$ cat config.mk
export PLATFORM = sky130hd
export DESIGN_NAME = front_panel_user_buttons
export DESIGN_NICKNAME = d
export VERILOG_FILES = /design/src/inc/button_pkg.sv /design/src/rtl/button_debounce.sv /design/src/rtl/button_led.sv /design/src/rtl/front_panel_user_buttons.sv
export SDC_FILE = /design/constraint.sdc
export NUM_CORES = 1
export LEC_CHECK = 0
export BUFFER_PORTS_ARGS = -buffer_cell sky130_fd_sc_hd__buf_2
export CORE_MARGIN = 10
export CORE_UTILIZATION = 51
export CTS_BUF_LIST = sky130_fd_sc_hd__clkbuf_8
export CTS_CLUSTER_DIAMETER = 30
export DETAILED_ROUTE_END_ITERATION = 16
export PLACE_DENSITY = 0.8
export SLEW_MARGIN = 10
export SYNTH_ARGS = -nofsm -noshare
export SYNTH_HDL_FRONTEND = slang
export SYNTH_SLANG_ARGS = --single-unit
$ cat constraint.sdc
create_clock -name mclk -period 2.25 [get_ports mclk]
set_clock_uncertainty 0.1 [all_clocks]
set_input_delay 0.5625 -clock mclk [delete_from_list [all_inputs] [get_ports mclk]]
set_output_delay 0.5625 -clock mclk [all_outputs]
set_load 0.01 [all_outputs]
$ cat src/inc/button_pkg.sv
/*
 * Constants and types shared by the front panel user button logic.
 * Assumes a 40 MHz mclk and that all consumers import this package.
 */
package button_pkg;

    // ********************************************************************
    // Channel count and modes
    // ********************************************************************
    localparam int NUM_BUTTONS = 12;
    localparam logic MODE_MOMENTARY = 1'b0;
    localparam logic MODE_LATCHING  = 1'b1;
    localparam logic [11:0] MODE_RESET = 12'h000;

    // ********************************************************************
    // Debounce timing
    // ********************************************************************
    localparam int CLK_HZ      = 40000000;
    // Short filter keeps runs quick; raise it for heavily bouncing contacts
    localparam int DEBOUNCE_US = 50;
    localparam int DEBOUNCE_CYCLES = (CLK_HZ / 1000000) * DEBOUNCE_US;
    localparam int DB_CNT_W = 18;

    // ********************************************************************
    // Indicator colour and source
    // ********************************************************************
    localparam logic [1:0] COLOUR_RED    = 2'h0;
    localparam logic [1:0] COLOUR_ORANGE = 2'h1;
    localparam logic [1:0] COLOUR_GREEN  = 2'h2;
    localparam logic [1:0] COLOUR_RESET  = 2'h2;
    localparam logic SRC_STATUS = 1'b0;
    localparam logic SRC_OTHER  = 1'b1;

    // ********************************************************************
    // Register map of the plain register port
    // ********************************************************************
    localparam logic [3:0] ADDR_MODE    = 4'h0;
    localparam logic [3:0] ADDR_COLOUR  = 4'h1;
    localparam logic [3:0] ADDR_LEDSRC  = 4'h2;
    localparam logic [3:0] ADDR_STATUS  = 4'h3;
    localparam logic [3:0] ADDR_RAWBTN  = 4'h4;
    localparam logic [31:0] DATA_ZERO   = 32'h0000_0000;

    typedef struct packed {
        logic        red;
        logic        green;
    } led_drive_type;

    typedef struct packed {
        logic [3:0]  addr;
        logic [31:0] wdata;
        logic        wr;
        logic        rd;
    } reg_req_type;

endpackage : button_pkg

$ cat src/rtl/button_debounce.sv
/*
 * One button contact: two-stage synchroniser, then a stable-time filter.
 * Assumes an asynchronous, bouncing contact, high while pressed.
 */
`timescale 1ns/1ps
module button_debounce (
    // Clock and reset
    input  wire logic mclk,
    input  wire logic reset,
    // Contact
    input  wire logic contact,
    // Filtered level
    output logic      pressed
);
    import button_pkg::*;

    logic                sync1_ff;
    logic                sync2_ff;
    logic                pressed_ff;
    logic [DB_CNT_W-1:0] cnt_ff;
    logic [DB_CNT_W-1:0] nxt_cnt;
    wire                 differs = sync2_ff != pressed_ff;
    wire                 done    = cnt_ff == DB_CNT_W'(DEBOUNCE_CYCLES - 1);

    // Restart the count whenever the input agrees with the filtered level
    assign nxt_cnt = differs ? cnt_ff + 1'b1 : '0;
    assign pressed = pressed_ff;

    always_ff @(posedge mclk) begin
        if (reset) begin
            sync1_ff   <= 1'b0;
            sync2_ff   <= 1'b0;
            pressed_ff <= 1'b0;
            cnt_ff     <= '0;
        end else begin
            sync1_ff <= contact;
            sync2_ff <= sync1_ff;
            cnt_ff   <= (differs && done) ? '0 : nxt_cnt;
            if (differs && done) begin
                pressed_ff <= sync2_ff;
            end
        end
    end

endmodule : button_debounce

$ cat src/rtl/button_led.sv
/*
 * Indicator driver: selects the lit source and maps colour to two dies.
 * Assumes a bicolour LED where red plus green shows orange.
 */
`timescale 1ns/1ps
module button_led (
    // Clock and reset
    input  wire logic                   mclk,
    input  wire logic                   reset,
    // Settings
    input  wire logic [1:0]             colour,
    input  wire logic                   src_sel,
    // Sources
    input  wire logic                   status,
    input  wire logic                   other,
    // Die drive
    output button_pkg::led_drive_type   led
);
    import button_pkg::*;

    led_drive_type led_ff;
    wire           lit = (src_sel == SRC_OTHER) ? other : status;
    wire           want_red   = colour == COLOUR_RED ||
                                colour == COLOUR_ORANGE;
    wire           want_green = colour == COLOUR_GREEN ||
                                colour == COLOUR_ORANGE;

    assign led = led_ff;

    always_ff @(posedge mclk) begin
        if (reset) begin
            led_ff <= '0;
        end else begin
            led_ff.red   <= lit & want_red;
            led_ff.green <= lit & want_green;
        end
    end

endmodule : button_led

$ cat src/rtl/front_panel_user_buttons.sv
/*
 * Twelve front panel user buttons with mode, status pairs and LEDs.
 * Assumes raw contacts from the panel and a same-clock register port.
 */
// The address-and-strobe port and the register addresses are this design's own decisions.
`timescale 1ns/1ps
module front_panel_user_buttons (
    // Clock and reset
    input  wire logic                    mclk,
    input  wire logic                    reset,
    // Panel contacts, high while pressed
    input  wire logic [11:0]             button_contact,
    // Other binary signals that may light an LED
    input  wire logic [11:0]             led_other,
    // Register port
    input  wire logic [3:0]              reg_addr,
    input  wire logic [31:0]             reg_wdata,
    input  wire logic                    reg_wr,
    input  wire logic                    reg_rd,
    output logic [31:0]                  reg_rdata,
    // Status outputs
    output logic [11:0]                  status_on,
    output logic [11:0]                  status_off,
    // Indicators
    output button_pkg::led_drive_type    led [12]
);
    import button_pkg::*;

    // ********************************************************************
    // Settings registers
    // ********************************************************************
    logic [11:0] button_mode_select_ff;
    logic [23:0] colour_ff;
    logic [11:0] led_src_ff;
    logic [31:0] rdata_ff;
    reg_req_type req;

    assign req = '{addr: reg_addr, wdata: reg_wdata, wr: reg_wr, rd: reg_rd};

    wire wr_mode   = req.wr && req.addr == ADDR_MODE;
    wire wr_colour = req.wr && req.addr == ADDR_COLOUR;
    wire wr_ledsrc = req.wr && req.addr == ADDR_LEDSRC;

    always_ff @(posedge mclk) begin
        if (reset) begin
            button_mode_select_ff <= MODE_RESET;
            colour_ff             <= {NUM_BUTTONS{COLOUR_RESET}};
            led_src_ff            <= '0;
        end else begin
            if (wr_mode) begin
                button_mode_select_ff <= req.wdata[11:0];
            end
            if (wr_colour) begin
                colour_ff <= req.wdata[23:0];
            end
            if (wr_ledsrc) begin
                led_src_ff <= req.wdata[11:0];
            end
        end
    end

    // ********************************************************************
    // Button channels
    // ********************************************************************
    logic [11:0] pressed;
    logic [11:0] pressed_d_ff;
    logic [11:0] latch_ff;
    logic [11:0] status_ff;
    logic [11:0] nxt_status;
    wire  [11:0] press_edge = pressed & ~pressed_d_ff;

    function automatic logic chan_next(input logic mode,
                                       input logic held,
                                       input logic latched);
        begin
            chan_next = (mode == MODE_LATCHING) ? latched : held;
        end
    endfunction : chan_next

    genvar g;
    generate
        for (g = 0; g < NUM_BUTTONS; g++) begin : g_chan
            button_debounce u_db (
                .mclk    (mclk),
                .reset   (reset),
                .contact (button_contact[g]),
                .pressed (pressed[g])
            );

            assign nxt_status[g] = chan_next(button_mode_select_ff[g],
                                             pressed[g],
                                             latch_ff[g] ^ press_edge[g]);

            button_led u_led (
                .mclk    (mclk),
                .reset   (reset),
                .colour  (colour_ff[2*g +: 2]),
                .src_sel (led_src_ff[g]),
                .status  (status_ff[g]),
                .other   (led_other[g]),
                .led     (led[g])
            );
        end
    endgenerate

    // Latch state only ever moves on a panel press; the register port has
    // no write path into it, though a mode write can still move the status.
    always_ff @(posedge mclk) begin
        if (reset) begin
            pressed_d_ff <= '0;
            latch_ff     <= '0;
            status_ff    <= '0;
        end else begin
            pressed_d_ff <= pressed;
            latch_ff     <= latch_ff ^ press_edge;
            status_ff    <= nxt_status;
        end
    end

    assign status_on  = status_ff;
    assign status_off = ~status_ff;

    // ********************************************************************
    // Read back
    // ********************************************************************
    logic [31:0] rd_mux;

    always_comb begin
        case (req.addr)
            ADDR_MODE:   rd_mux = {20'h00000, button_mode_select_ff};
            ADDR_COLOUR: rd_mux = {8'h00, colour_ff};
            ADDR_LEDSRC: rd_mux = {20'h00000, led_src_ff};
            ADDR_STATUS: rd_mux = {20'h00000, status_ff};
            ADDR_RAWBTN: rd_mux = {20'h00000, pressed};
            default:     rd_mux = DATA_ZERO;
        endcase
    end

    always_ff @(posedge mclk) begin
        if (reset) begin
            rdata_ff <= DATA_ZERO;
        end else begin
            rdata_ff <= req.rd ? rd_mux : DATA_ZERO;
        end
    end

    assign reg_rdata = rdata_ff;

endmodule : front_panel_user_buttons

==> After elaboration in Yosys (flattened, before gate mapping) <==
Index checks and enable logic that the tools add are counted.
{ "word_totals": {"regBits": 392, "rom_bits": 0, "out_inout_bits": 80, "inputBits": 64, "n_memories": 0, "latchBits": 0, "ram_bits": 0} }
{ "op_classes": {"n_shift": 0, "eq_ne": 52, "magnitude_cmp": 0, "n_div": 0, "n_bitwise": 53, "addsub": 12, "mux": 25, "multipliers": 0, "n_reduce_logical": 65} }
{ "ops": {"columns": ["op", "count"], "rows": [
  ["18-bit by 1-bit adder with 18-bit output, second input constant", 12],
  ["18-bit by 11-bit equality test with 1-bit output, second input constant", 12],
  ["24-bit one-hot mux with 5 select lines", 1],
  ["3-bit OR reduction", 12],
  ["1-bit AND", 24],
  ["2-bit by 1-bit equality test with 1-bit output, second input constant", 12],
  ["2-bit equality test, second input constant", 12],
  ["2-bit zero test", 12],
  ["1-bit logical OR", 24],
  ["1-bit 2-to-1 mux", 24],
  ["12-bit NOT", 2],
  ["1-bit logical AND", 15],
  ["1-bit NOT", 13],
  ["12-bit AND", 1],
  ["1-bit != test", 12],
  ["1-bit bitwise XOR", 12],
  ["12-bit bitwise XOR", 1],
  ["4-bit by 2-bit equality test with 1-bit output, second input constant", 2],
  ["4-bit by 1-bit equality test with 1-bit output, second input constant", 1],
  ["4-bit by 3-bit equality test with 1-bit output, second input constant", 1],
  ["4-bit zero test", 1],
  ["2-bit OR reduction", 1]
]} }

==> Longest topological paths before layout <==
Gate-level depths: netlist (run 1).
{ "logic_depth": {"word_depth": 4, "mapped_depth": 6} }

==> Hierarchy <==
Synthesis (run 1) repeated with hierarchy kept, for this count alone.
{ "hier_totals": {"hier_cells": 1866, "area_unflattened_um2": 16915.0} }
{ "modules_own_cells": {"columns": ["module", "area_each_um2", "seq_area_each_um2", "instances", "cells_per_inst"], "rows": [
  ["button_debounce", 932.1, 420.4, 12, 105],
  ["front_panel_user_buttons", 4423.0, 2162.1, 1, 486],
  ["button_led", 108.9, 40.0, 12, 10]
]} }

==> Worst setup path after synthesis (run 1) <==
Ideal clock, no wire load.
{ "synth_path": {"path_kind": "in2reg", "start": "input port reg_addr[1]", "end": "register colour_ff[13]", "setup_time_ns": 0.120, "cell_stages": 6, "arrival_ns": 1.875, "path_buffers": 2, "t_required_ns": 2.030, "path_slack_ns": 0.155, "path_cell_list": "nor4b_2 and2_1 buf_2 buf_2 nor2_1 a211o_1"} }
{ "synth_via": {"elab_chain_cells": 2} }
{ "synth_rtl": {"columns": ["element", "line", "text"], "rows": [
  ["from (decl)", "front_panel_user_buttons.sv:16", "input wire logic [3:0] reg_addr,"],
  ["4-bit by 1-bit equality test with 1-bit output", "front_panel_user_buttons.sv:41", "wire wr_colour = req.wr && req.addr == ADDR_COLOUR;"],
  ["1-bit logical AND", "front_panel_user_buttons.sv:41", null],
  ["to (signal assigned)", "front_panel_user_buttons.sv:47", "colour_ff <= {NUM_BUTTONS{COLOUR_RESET}};"],
  ["to (signal assigned)", "front_panel_user_buttons.sv:54", "colour_ff <= req.wdata[23:0];"],
  ["to (decl)", "front_panel_user_buttons.sv:33", "logic [23:0] colour_ff;"]
]} }
Every way passes these cells.
A chain may end at the register's enable or synchronous reset.

==> Worst setup path in the final report (run 1) <==
{ "layout_path": {"start": "register g_chan[5].u_db.cnt_ff[14]", "end": "register g_chan[5].u_db.cnt_ff[3]"} }
{ "layout_via": {"elab_chain_cells": 3} }
{ "layout_rtl": {"columns": ["element", "line", "text"], "rows": [
  ["from (decl)", "button_debounce.sv:20", "logic [DB_CNT_W-1:0] cnt_ff;"],
  ["from (signal assigned)", "button_debounce.sv:38", "cnt_ff <= (differs && done) ? '0 : nxt_cnt;"],
  ["18-bit by 11-bit equality test with 1-bit output", "button_debounce.sv:23", "wire done = cnt_ff == DB_CNT_W'(DEBOUNCE_CYCLES - 1);"],
  ["1-bit logical AND", "button_debounce.sv:38", null],
  ["3-bit OR reduction (no line)", null, null]
]} }
Every way passes these cells.

==> results of run 1 <==
## cell usage after synthesis (13+ instances only)
cell type    n
inv_1       79
a21oi_1     72
nand3_1     69
and2_1      16
xor2_1      30
o21a_1      13
a22oi_1     15
o21ai_0     27
and3_1      25
mux2i_1     13
clkbuf_1    40
ha_1        36
nor3_1      61
xnor2_1    164
buf_4       21
nor2b_1     55
dfxtp_1    384
nor2_1     301
nand4_1     62
nor4_1      73
nand2_1    135
## area by class of cell
| class | count | area [µm²] | share of cell area, % |
|---|---|---|---|
| diodes | 5 | 12.5 | 0.0660 |
| clock buffers | 83 | 1140 | 6.03 |
| clock inverters | 51 | 422 | 2.23 |
| inverters | 79 | 297 | 1.56 |
| multi-input cells | 1292 | 7820 | 41.3 |
| flip-flops and latches | 384 | 7690 | 40.6 |
| well taps | 402 | 503 | 2.65 |
| repair buffers | 177 | 1060 | 5.61 |
## power breakdown
part           internal (mW)  total, mW  switching [mW]
Combinational          0.117      0.307           0.190
Sequential              6.84       6.87          0.0269
Clock                   4.04       7.08            3.04
## state kept, by name, indices dropped and copies added (netlist names), 24 cells and up
name and flops:
g_chan.u_db.cnt_ff 216, colour_ff 24, reg_rdata 24, g_chan.u_led.led 24
## cells by family after synthesis
logic type / synth area share, %
AO/OA/AOI/OAI: 7.47
AND/OR/NAND/NOR: 25.9
multiplexers: 1.44
buffers and inverters: 4.14
adder cells (fa/ha/maj): 2.79
XOR/XNOR: 10.5
other: 0.0233
flip-flops: 47.7
## critical path, delay by kind of cell, from the launching register on
kind	cells	cell delay, ns
compound gates	1	0.42
simple gates	3	1.06
flops	1	0.35
## worst max path at each step
| stage | startpoint | slack [ns] | cells after the start | to |
|---|---|---|---|---|
| floorplan | reg_addr[1] | 0.16 | 6 | colour_ff[13]$_SDFFE_PP1P_ |
| global placement | reg_addr[2] | 0.22 | 5 | reg_rdata[4]$_SDFF_PP0_ |
| CTS | g_chan[5].u_db.cnt_ff[14]$_SDFF_PP0_ | 0.18 | 4 | g_chan[5].u_db.cnt_ff[3]$_SDFF_PP0_ |
| finish | g_chan[5].u_db.cnt_ff[14]$_SDFF_PP0_ | 0.19 | 4 | g_chan[5].u_db.cnt_ff[3]$_SDFF_PP0_ |
| detailed placement | reset | 0.17 | 5 | reg_rdata[5]$_SDFF_PP0_ |
| global route | g_chan[5].u_db.cnt_ff[14]$_SDFF_PP0_ | 0.07 | 4 | g_chan[5].u_db.cnt_ff[16]$_SDFF_PP0_ |
## per-layer routing
layer  routed length (µm)  part of all wire (%)  up-vias  global-route usage, %
li1                     -                     -     6628                      -
met1                16000                    43     6210                   21.9
met2                17100                    46      379                   30.7
met3                 2910                   7.8       84                   5.01
met4                 1030                   2.8        4                   8.37
met5                   32                 0.086        -                      0
## stage by stage
step | area [µm²] | setup slack, ns | total power, mW | util [%]
finish | 18900 | 0.190 | 14.3 | 60.4
global route | 18900 | 0.0667 | 14.8 | 60.3
CTS | 18900 | 0.183 | 14.4 | 60.3
detailed placement | 17400 | 0.172 | 7.32 | 55.3
global placement | 17400 | 0.218 | 7.31 | 55.3
floorplan | 16100 | 0.155 | 7.18 | -
==> metrics.md, run 1 <==
| Metric | Value |
|---|---|
| Final Cycle Share | 91.6% |
| WL final | 37100 µm |
| Critical path class | flip-flop to flip-flop |
| DP Cell Count | ~2300 |
| Slowest stage delay, CP | 0.50 ns |
| Synth async-reset ratio | 0% |
| WL/cell | roughly 15 µm |
| P per Cell Area | 753 nW/µm² |
| FILL cells | between 2000 and 3000 |
| Die Wd | between 150 and 200 µm |
| Final hold vios | 0 |
| Total Neg Setup Slack | 0 ns |
| Top cells by area, synth | dfxtp_1 48%, xnor2_1 8.9%, nor2_1 7.0% |
| CTS clk-pin slew, worst paths | 0.06 ns |
| Peak VDD IR | 0.537 mV |
| CTS tree | built |
| Setup crit start kind | flip-flop |
| Root buf cell | clkbuf_8 |
| HP Start | button_contact[10] |
| Synth cell types | 56 |
| # hold bufs at CTS | 0 |
| Reg-to-Reg Start | g_chan[5].u_db.cnt_ff[14]$_SDFF_PP0_ |
| Nets | roughly 2100 |
| Most frequent cells in the layout | 384 x dfxtp_1, 301 x nor2_1, 164 x xnor2_1 |
| DP HPWL | 26100 µm |
| Critical R2R Capture | g_chan[5].u_db.cnt_ff[3]$_SDFF_PP0_ |
| Achievable Freq | 485 MHz |
| Post-route DRC | 0 |
| Placeable Area | 31400 µm² |
| I/O Buffers | between 100 and 150 |
| Final non-filler cell total | 2473 |
| Share of layout cells above drive strength 1 | between 10% and 20% |
| Initial antenna violation count | 8 |
| Cell Rows | 65 |
| Routed vias | 13300 |
| Min-Delay Path Class | primary input to flip-flop |
| Synth area leader | dfxtp_1 |
| Detailed Routing Iterations Pass 1 | 5 |
| Relative max-transition margin | about 46% |
| WHS Path Cells | 2 |
| Pins Over Slew Limit | 0 |
| RSZ-0062 raised after global routing | false |
| Mapped Cells | 1823 |
| Yosys warnings | 0 |
| Clock sink total | 384 |
| Synth Area per Inst | 8.84 µm² |
| Synthesized area | 16100 µm² |
| Seq cells post-synth | 384 |
| # setup viols final | 0 |
| Seq/Total Area, Yosys | between 40 and 50% |
| Reg2reg setup slack | 0.19 ns |
| Maximum Capacitance Violations | 0 |
| Commonest non-fill, non-tap cell in the layout | dfxtp_1 |
| Die height | 198 µm |
| Worst Path Required | 2.60 ns |
| Die area | between 30000 and 40000 µm² |
| Slew @ Worst Pin | 0.809 ns |
| CP Capture Type | flip-flop |
| Number of DRC markers in iteration 0 | between 700 and 800 |
| Syn-to-layout area delta | 17.5% |
| Status | finished, final reports clean |
| Worst Hold End | g_chan[10].u_db.sync1_ff$_SDFF_PP0_ |
| Total Routing Usage GR | between 10% and 20% |
| Worst r2r path cells | 4 |
| Cts repair resizes | 0 |
| First-pass GRT wire length | 60500 µm |
| H-tree Lvls | 3 |
| Setup repair bufs after CTS | 0 |
| ANT nets after route | 0 |
| Dominant synthesized flop cell | dfxtp_1 |
| Routed vias/inst | roughly 5.4 |
| Clock latency on the worst-skew pair | 0.59 ns |
| WP data arrival | 2.41 ns |
| Largest net degree at the start of global routing | 70 |
| Vias in the first global route | 12900 |
| CP max-delay cell | or4_1 |
| Crit path max fanout | 17 |
| CTS buffer count | 73 |
| Starting Density | around half |
| Leak pwr | ~6.7 nW |
| Critical path cell sequence | or4_1 > or4_4 > o21ai_4 > nor2_1 |
| Crit path time final | 2.06 ns |
| Post-synth top area share | 47.7% |
| GPL Wtd Cong | about 0.85 |
| Number of enable flip-flop cells after synthesis | 0 |
| Overflow after GRT | 0 |
| Clock Path Buffers | 3 |
| Hold_ws | 0.0790 ns |
| IO Pins | 144 |
(Power assumes the default switching activity.)
==> inputs of run 2 (changes only) <==
Settings changed: CORE_UTILIZATION 51 to 45, PLACE_DENSITY 0.8 to 0.73.
==> run 2 against run 1 <==
Against the previous run: non-clock buffer count is 2 higher; die area is 12% higher; core utilization is 5.8 points lower; largest cell class unchanged; clock power is 18% higher.
==> metrics.md, run 2 (synthesis results as in run 1) <==
| Metric | Value |
|---|---|
| Status | finished, final reports clean |
| Starting Density | 45.4% |
| Initial antenna violation count | 11 |
| Multi-input gate area | 7840 µm² |
| CTS tree | built |
| Die height | about 210 µm |
| H-tree Lvls | 3 |
| Achievable Freq | approximately 480 MHz |
| Leak pwr | 6.79 nW |
| Vias in the first global route | 13000 |
| Critical path class | flip-flop to flip-flop |
| Slew @ Worst Pin | 0.752 ns |
| WP data arrival | 2.47 ns |
| Largest net degree at the start of global routing | 40 |
| Total Routing Usage GR | 16.9% |
| # hold bufs at CTS | 0 |
| DP Cell Count | 2395 |
| Routed vias | 13200 |
| Worst Hold End | colour_ff[17]$_SDFFE_PP1P_ |
| Min-Delay Path Class | primary input to flip-flop |
| First-pass GRT wire length | approximately 63000 µm |
| I/O Buffers | 127 |
| Final hold vios | 0 |
| GPL Wtd Cong | ~0.87 |
| WL/cell | roughly 15 µm |
| Fin util | 54.5% |
| Placeable Area | 35500 µm² |
| Final Cycle Share | 93.3% |
| Peak VDD IR | 0.435 mV |
| Total Neg Setup Slack | 0 ns |
| CP Capture Type | flip-flop |
| CTS buffer count | 83 |
| Max reg flops | 216 |
| P per Cell Area | 802 nW/µm² |
| Largest Register | g_chan.u_db.cnt_ff |
| Setup crit start kind | flip-flop |
| Critical path cell sequence | or4_1 > or4_4 > o21ai_4 > nor2_1 |
| Final non-filler cell total | 2546 |
| Relative max-transition margin | 49.9% |
| Crit path max fanout | 17 |
| Detailed Routing Iterations Pass 1 | 5 |
| ANT nets after route | 0 |
| Clock latency on the worst-skew pair | 0.61 ns |
| Reg-to-Reg Start | g_chan[5].u_db.cnt_ff[14]$_SDFF_PP0_ |
| WL final | 38000 µm |
| RSZ-0062 raised after global routing | false |
| Syn-to-layout area delta | 20.0% |
| Reg2reg setup slack | 0.15 ns |
| Post-route DRC | 0 |
| Die area | 43800 µm² |
| Area occupied by registers | between 7000 and 8000 µm² |
| HP Start | reg_wdata[17] |
| CTS clk-pin slew, worst paths | around 0.050 ns |
| Critical R2R Capture | g_chan[5].u_db.cnt_ff[2]$_SDFF_PP0_ |
| Die Wd | 209 µm |
| Overflow after GRT | 0 |
| WHS Path Cells | 2 |
| Commonest non-fill, non-tap cell in the layout | dfxtp_1 |
| Fin area | 19300 µm² |
| Hold_ws | 0.0608 ns |
| Clock sink total | 384 |
| Slowest stage delay, CP | 0.52 ns |
| Crit path time final | 2.10 ns |
| Worst r2r path cells | 4 |
| DP HPWL | 26900 µm |
| Clock Path Buffers | 3 |
| CP max-delay cell | or4_1 |
| IO Pins | 144 |
| FILL cells | 3120 |
| Number of DRC markers in iteration 0 | 803 |
| Pins Over Slew Limit | 0 |
| Share of layout cells above drive strength 1 | 16.8% |
| Cell Rows | 69 |
| Maximum Capacitance Violations | 0 |
| # setup viols final | 0 |
| Root buf cell | clkbuf_8 |
| DP Area | 17400 µm² |
| Worst Path Required | 2.62 ns |
| Nets | 2119 |
| Most frequent cells in the layout | 384 x dfxtp_1, 301 x nor2_1, 164 x xnor2_1 |
| Routed vias/inst | 5.18 |
## run 2: worst max path at each step
stage	slack (ns)	endpoint	depth (start not counted)	startpoint
after detailed placement	-0.02	g_chan[2].u_db.cnt_ff[9]$_SDFF_PP0_	4	g_chan[2].u_db.cnt_ff[7]$_SDFF_PP0_
after CTS	0.08	g_chan[9].u_db.cnt_ff[1]$_SDFF_PP0_	4	g_chan[9].u_db.cnt_ff[0]$_SDFF_PP0_
after global placement	0.02	g_chan[2].u_db.cnt_ff[9]$_SDFF_PP0_	4	g_chan[2].u_db.cnt_ff[7]$_SDFF_PP0_
after global routing	0.05	g_chan[10].u_db.cnt_ff[17]$_SDFF_PP0_	4	g_chan[10].u_db.cnt_ff[6]$_SDFF_PP0_
after floorplan	0.16	colour_ff[13]$_SDFFE_PP1P_	6	reg_addr[1]
final	0.15	g_chan[5].u_db.cnt_ff[2]$_SDFF_PP0_	4	g_chan[5].u_db.cnt_ff[14]$_SDFF_PP0_
## run 2: metal layers
| layer | up-vias | track usage, % | wire length [µm] |
|---|---|---|---|
| met5 | - | 0 | 38 |
| met3 | 78 | 5.26 | 2920 |
| li1 | 6643 | - | - |
| met2 | 360 | 26.7 | 17100 |
| met1 | 6103 | 20.7 | 16900 |
| met4 | 6 | 7.52 | 1090 |
## run 2: worst max-delay path: cells and delay by family (launching register included)
kind | cells | cell delay (ns)
compound gates | 1 | 0.42
flops | 1 | 0.35
simple gates | 3 | 1.09
## run 2: layout make-up
cell class / count / share of cell area (%)
Antenna cell: 6 / 0.0776
Clock buffer: 93 / 6.62
Timing Repair Buffer: 179 / 5.51
Clock inverter: 52 / 3.01
Inverter: 79 / 1.53
Multi-Input combinational cell: 1292 / 40.5
Tap cell: 461 / 2.98
Sequential cell: 384 / 39.7
## run 2: power by group
| group | switching [mW] | total, mW | internal [mW] |
|---|---|---|---|
| sequential | 0.0277 | 6.88 | 6.85 |
| combinational | 0.192 | 0.310 | 0.118 |
| clock | 3.14 | 8.33 | 5.20 |
## run 2: through the flow
step,power (mW),worst slack (ns)
floorplan,7.18,0.155
global placement,7.32,0.0176
detailed placement,7.33,-0.0191
CTS,15.7,0.0774
global route,16.1,0.0474
finish,15.5,0.151
## run 2: repair_timing
action / in CTS / in global routing
gates resized for setup: 1 / 1
setup endpoints to repair: 7 / 18
setup buffers: 0 / 0
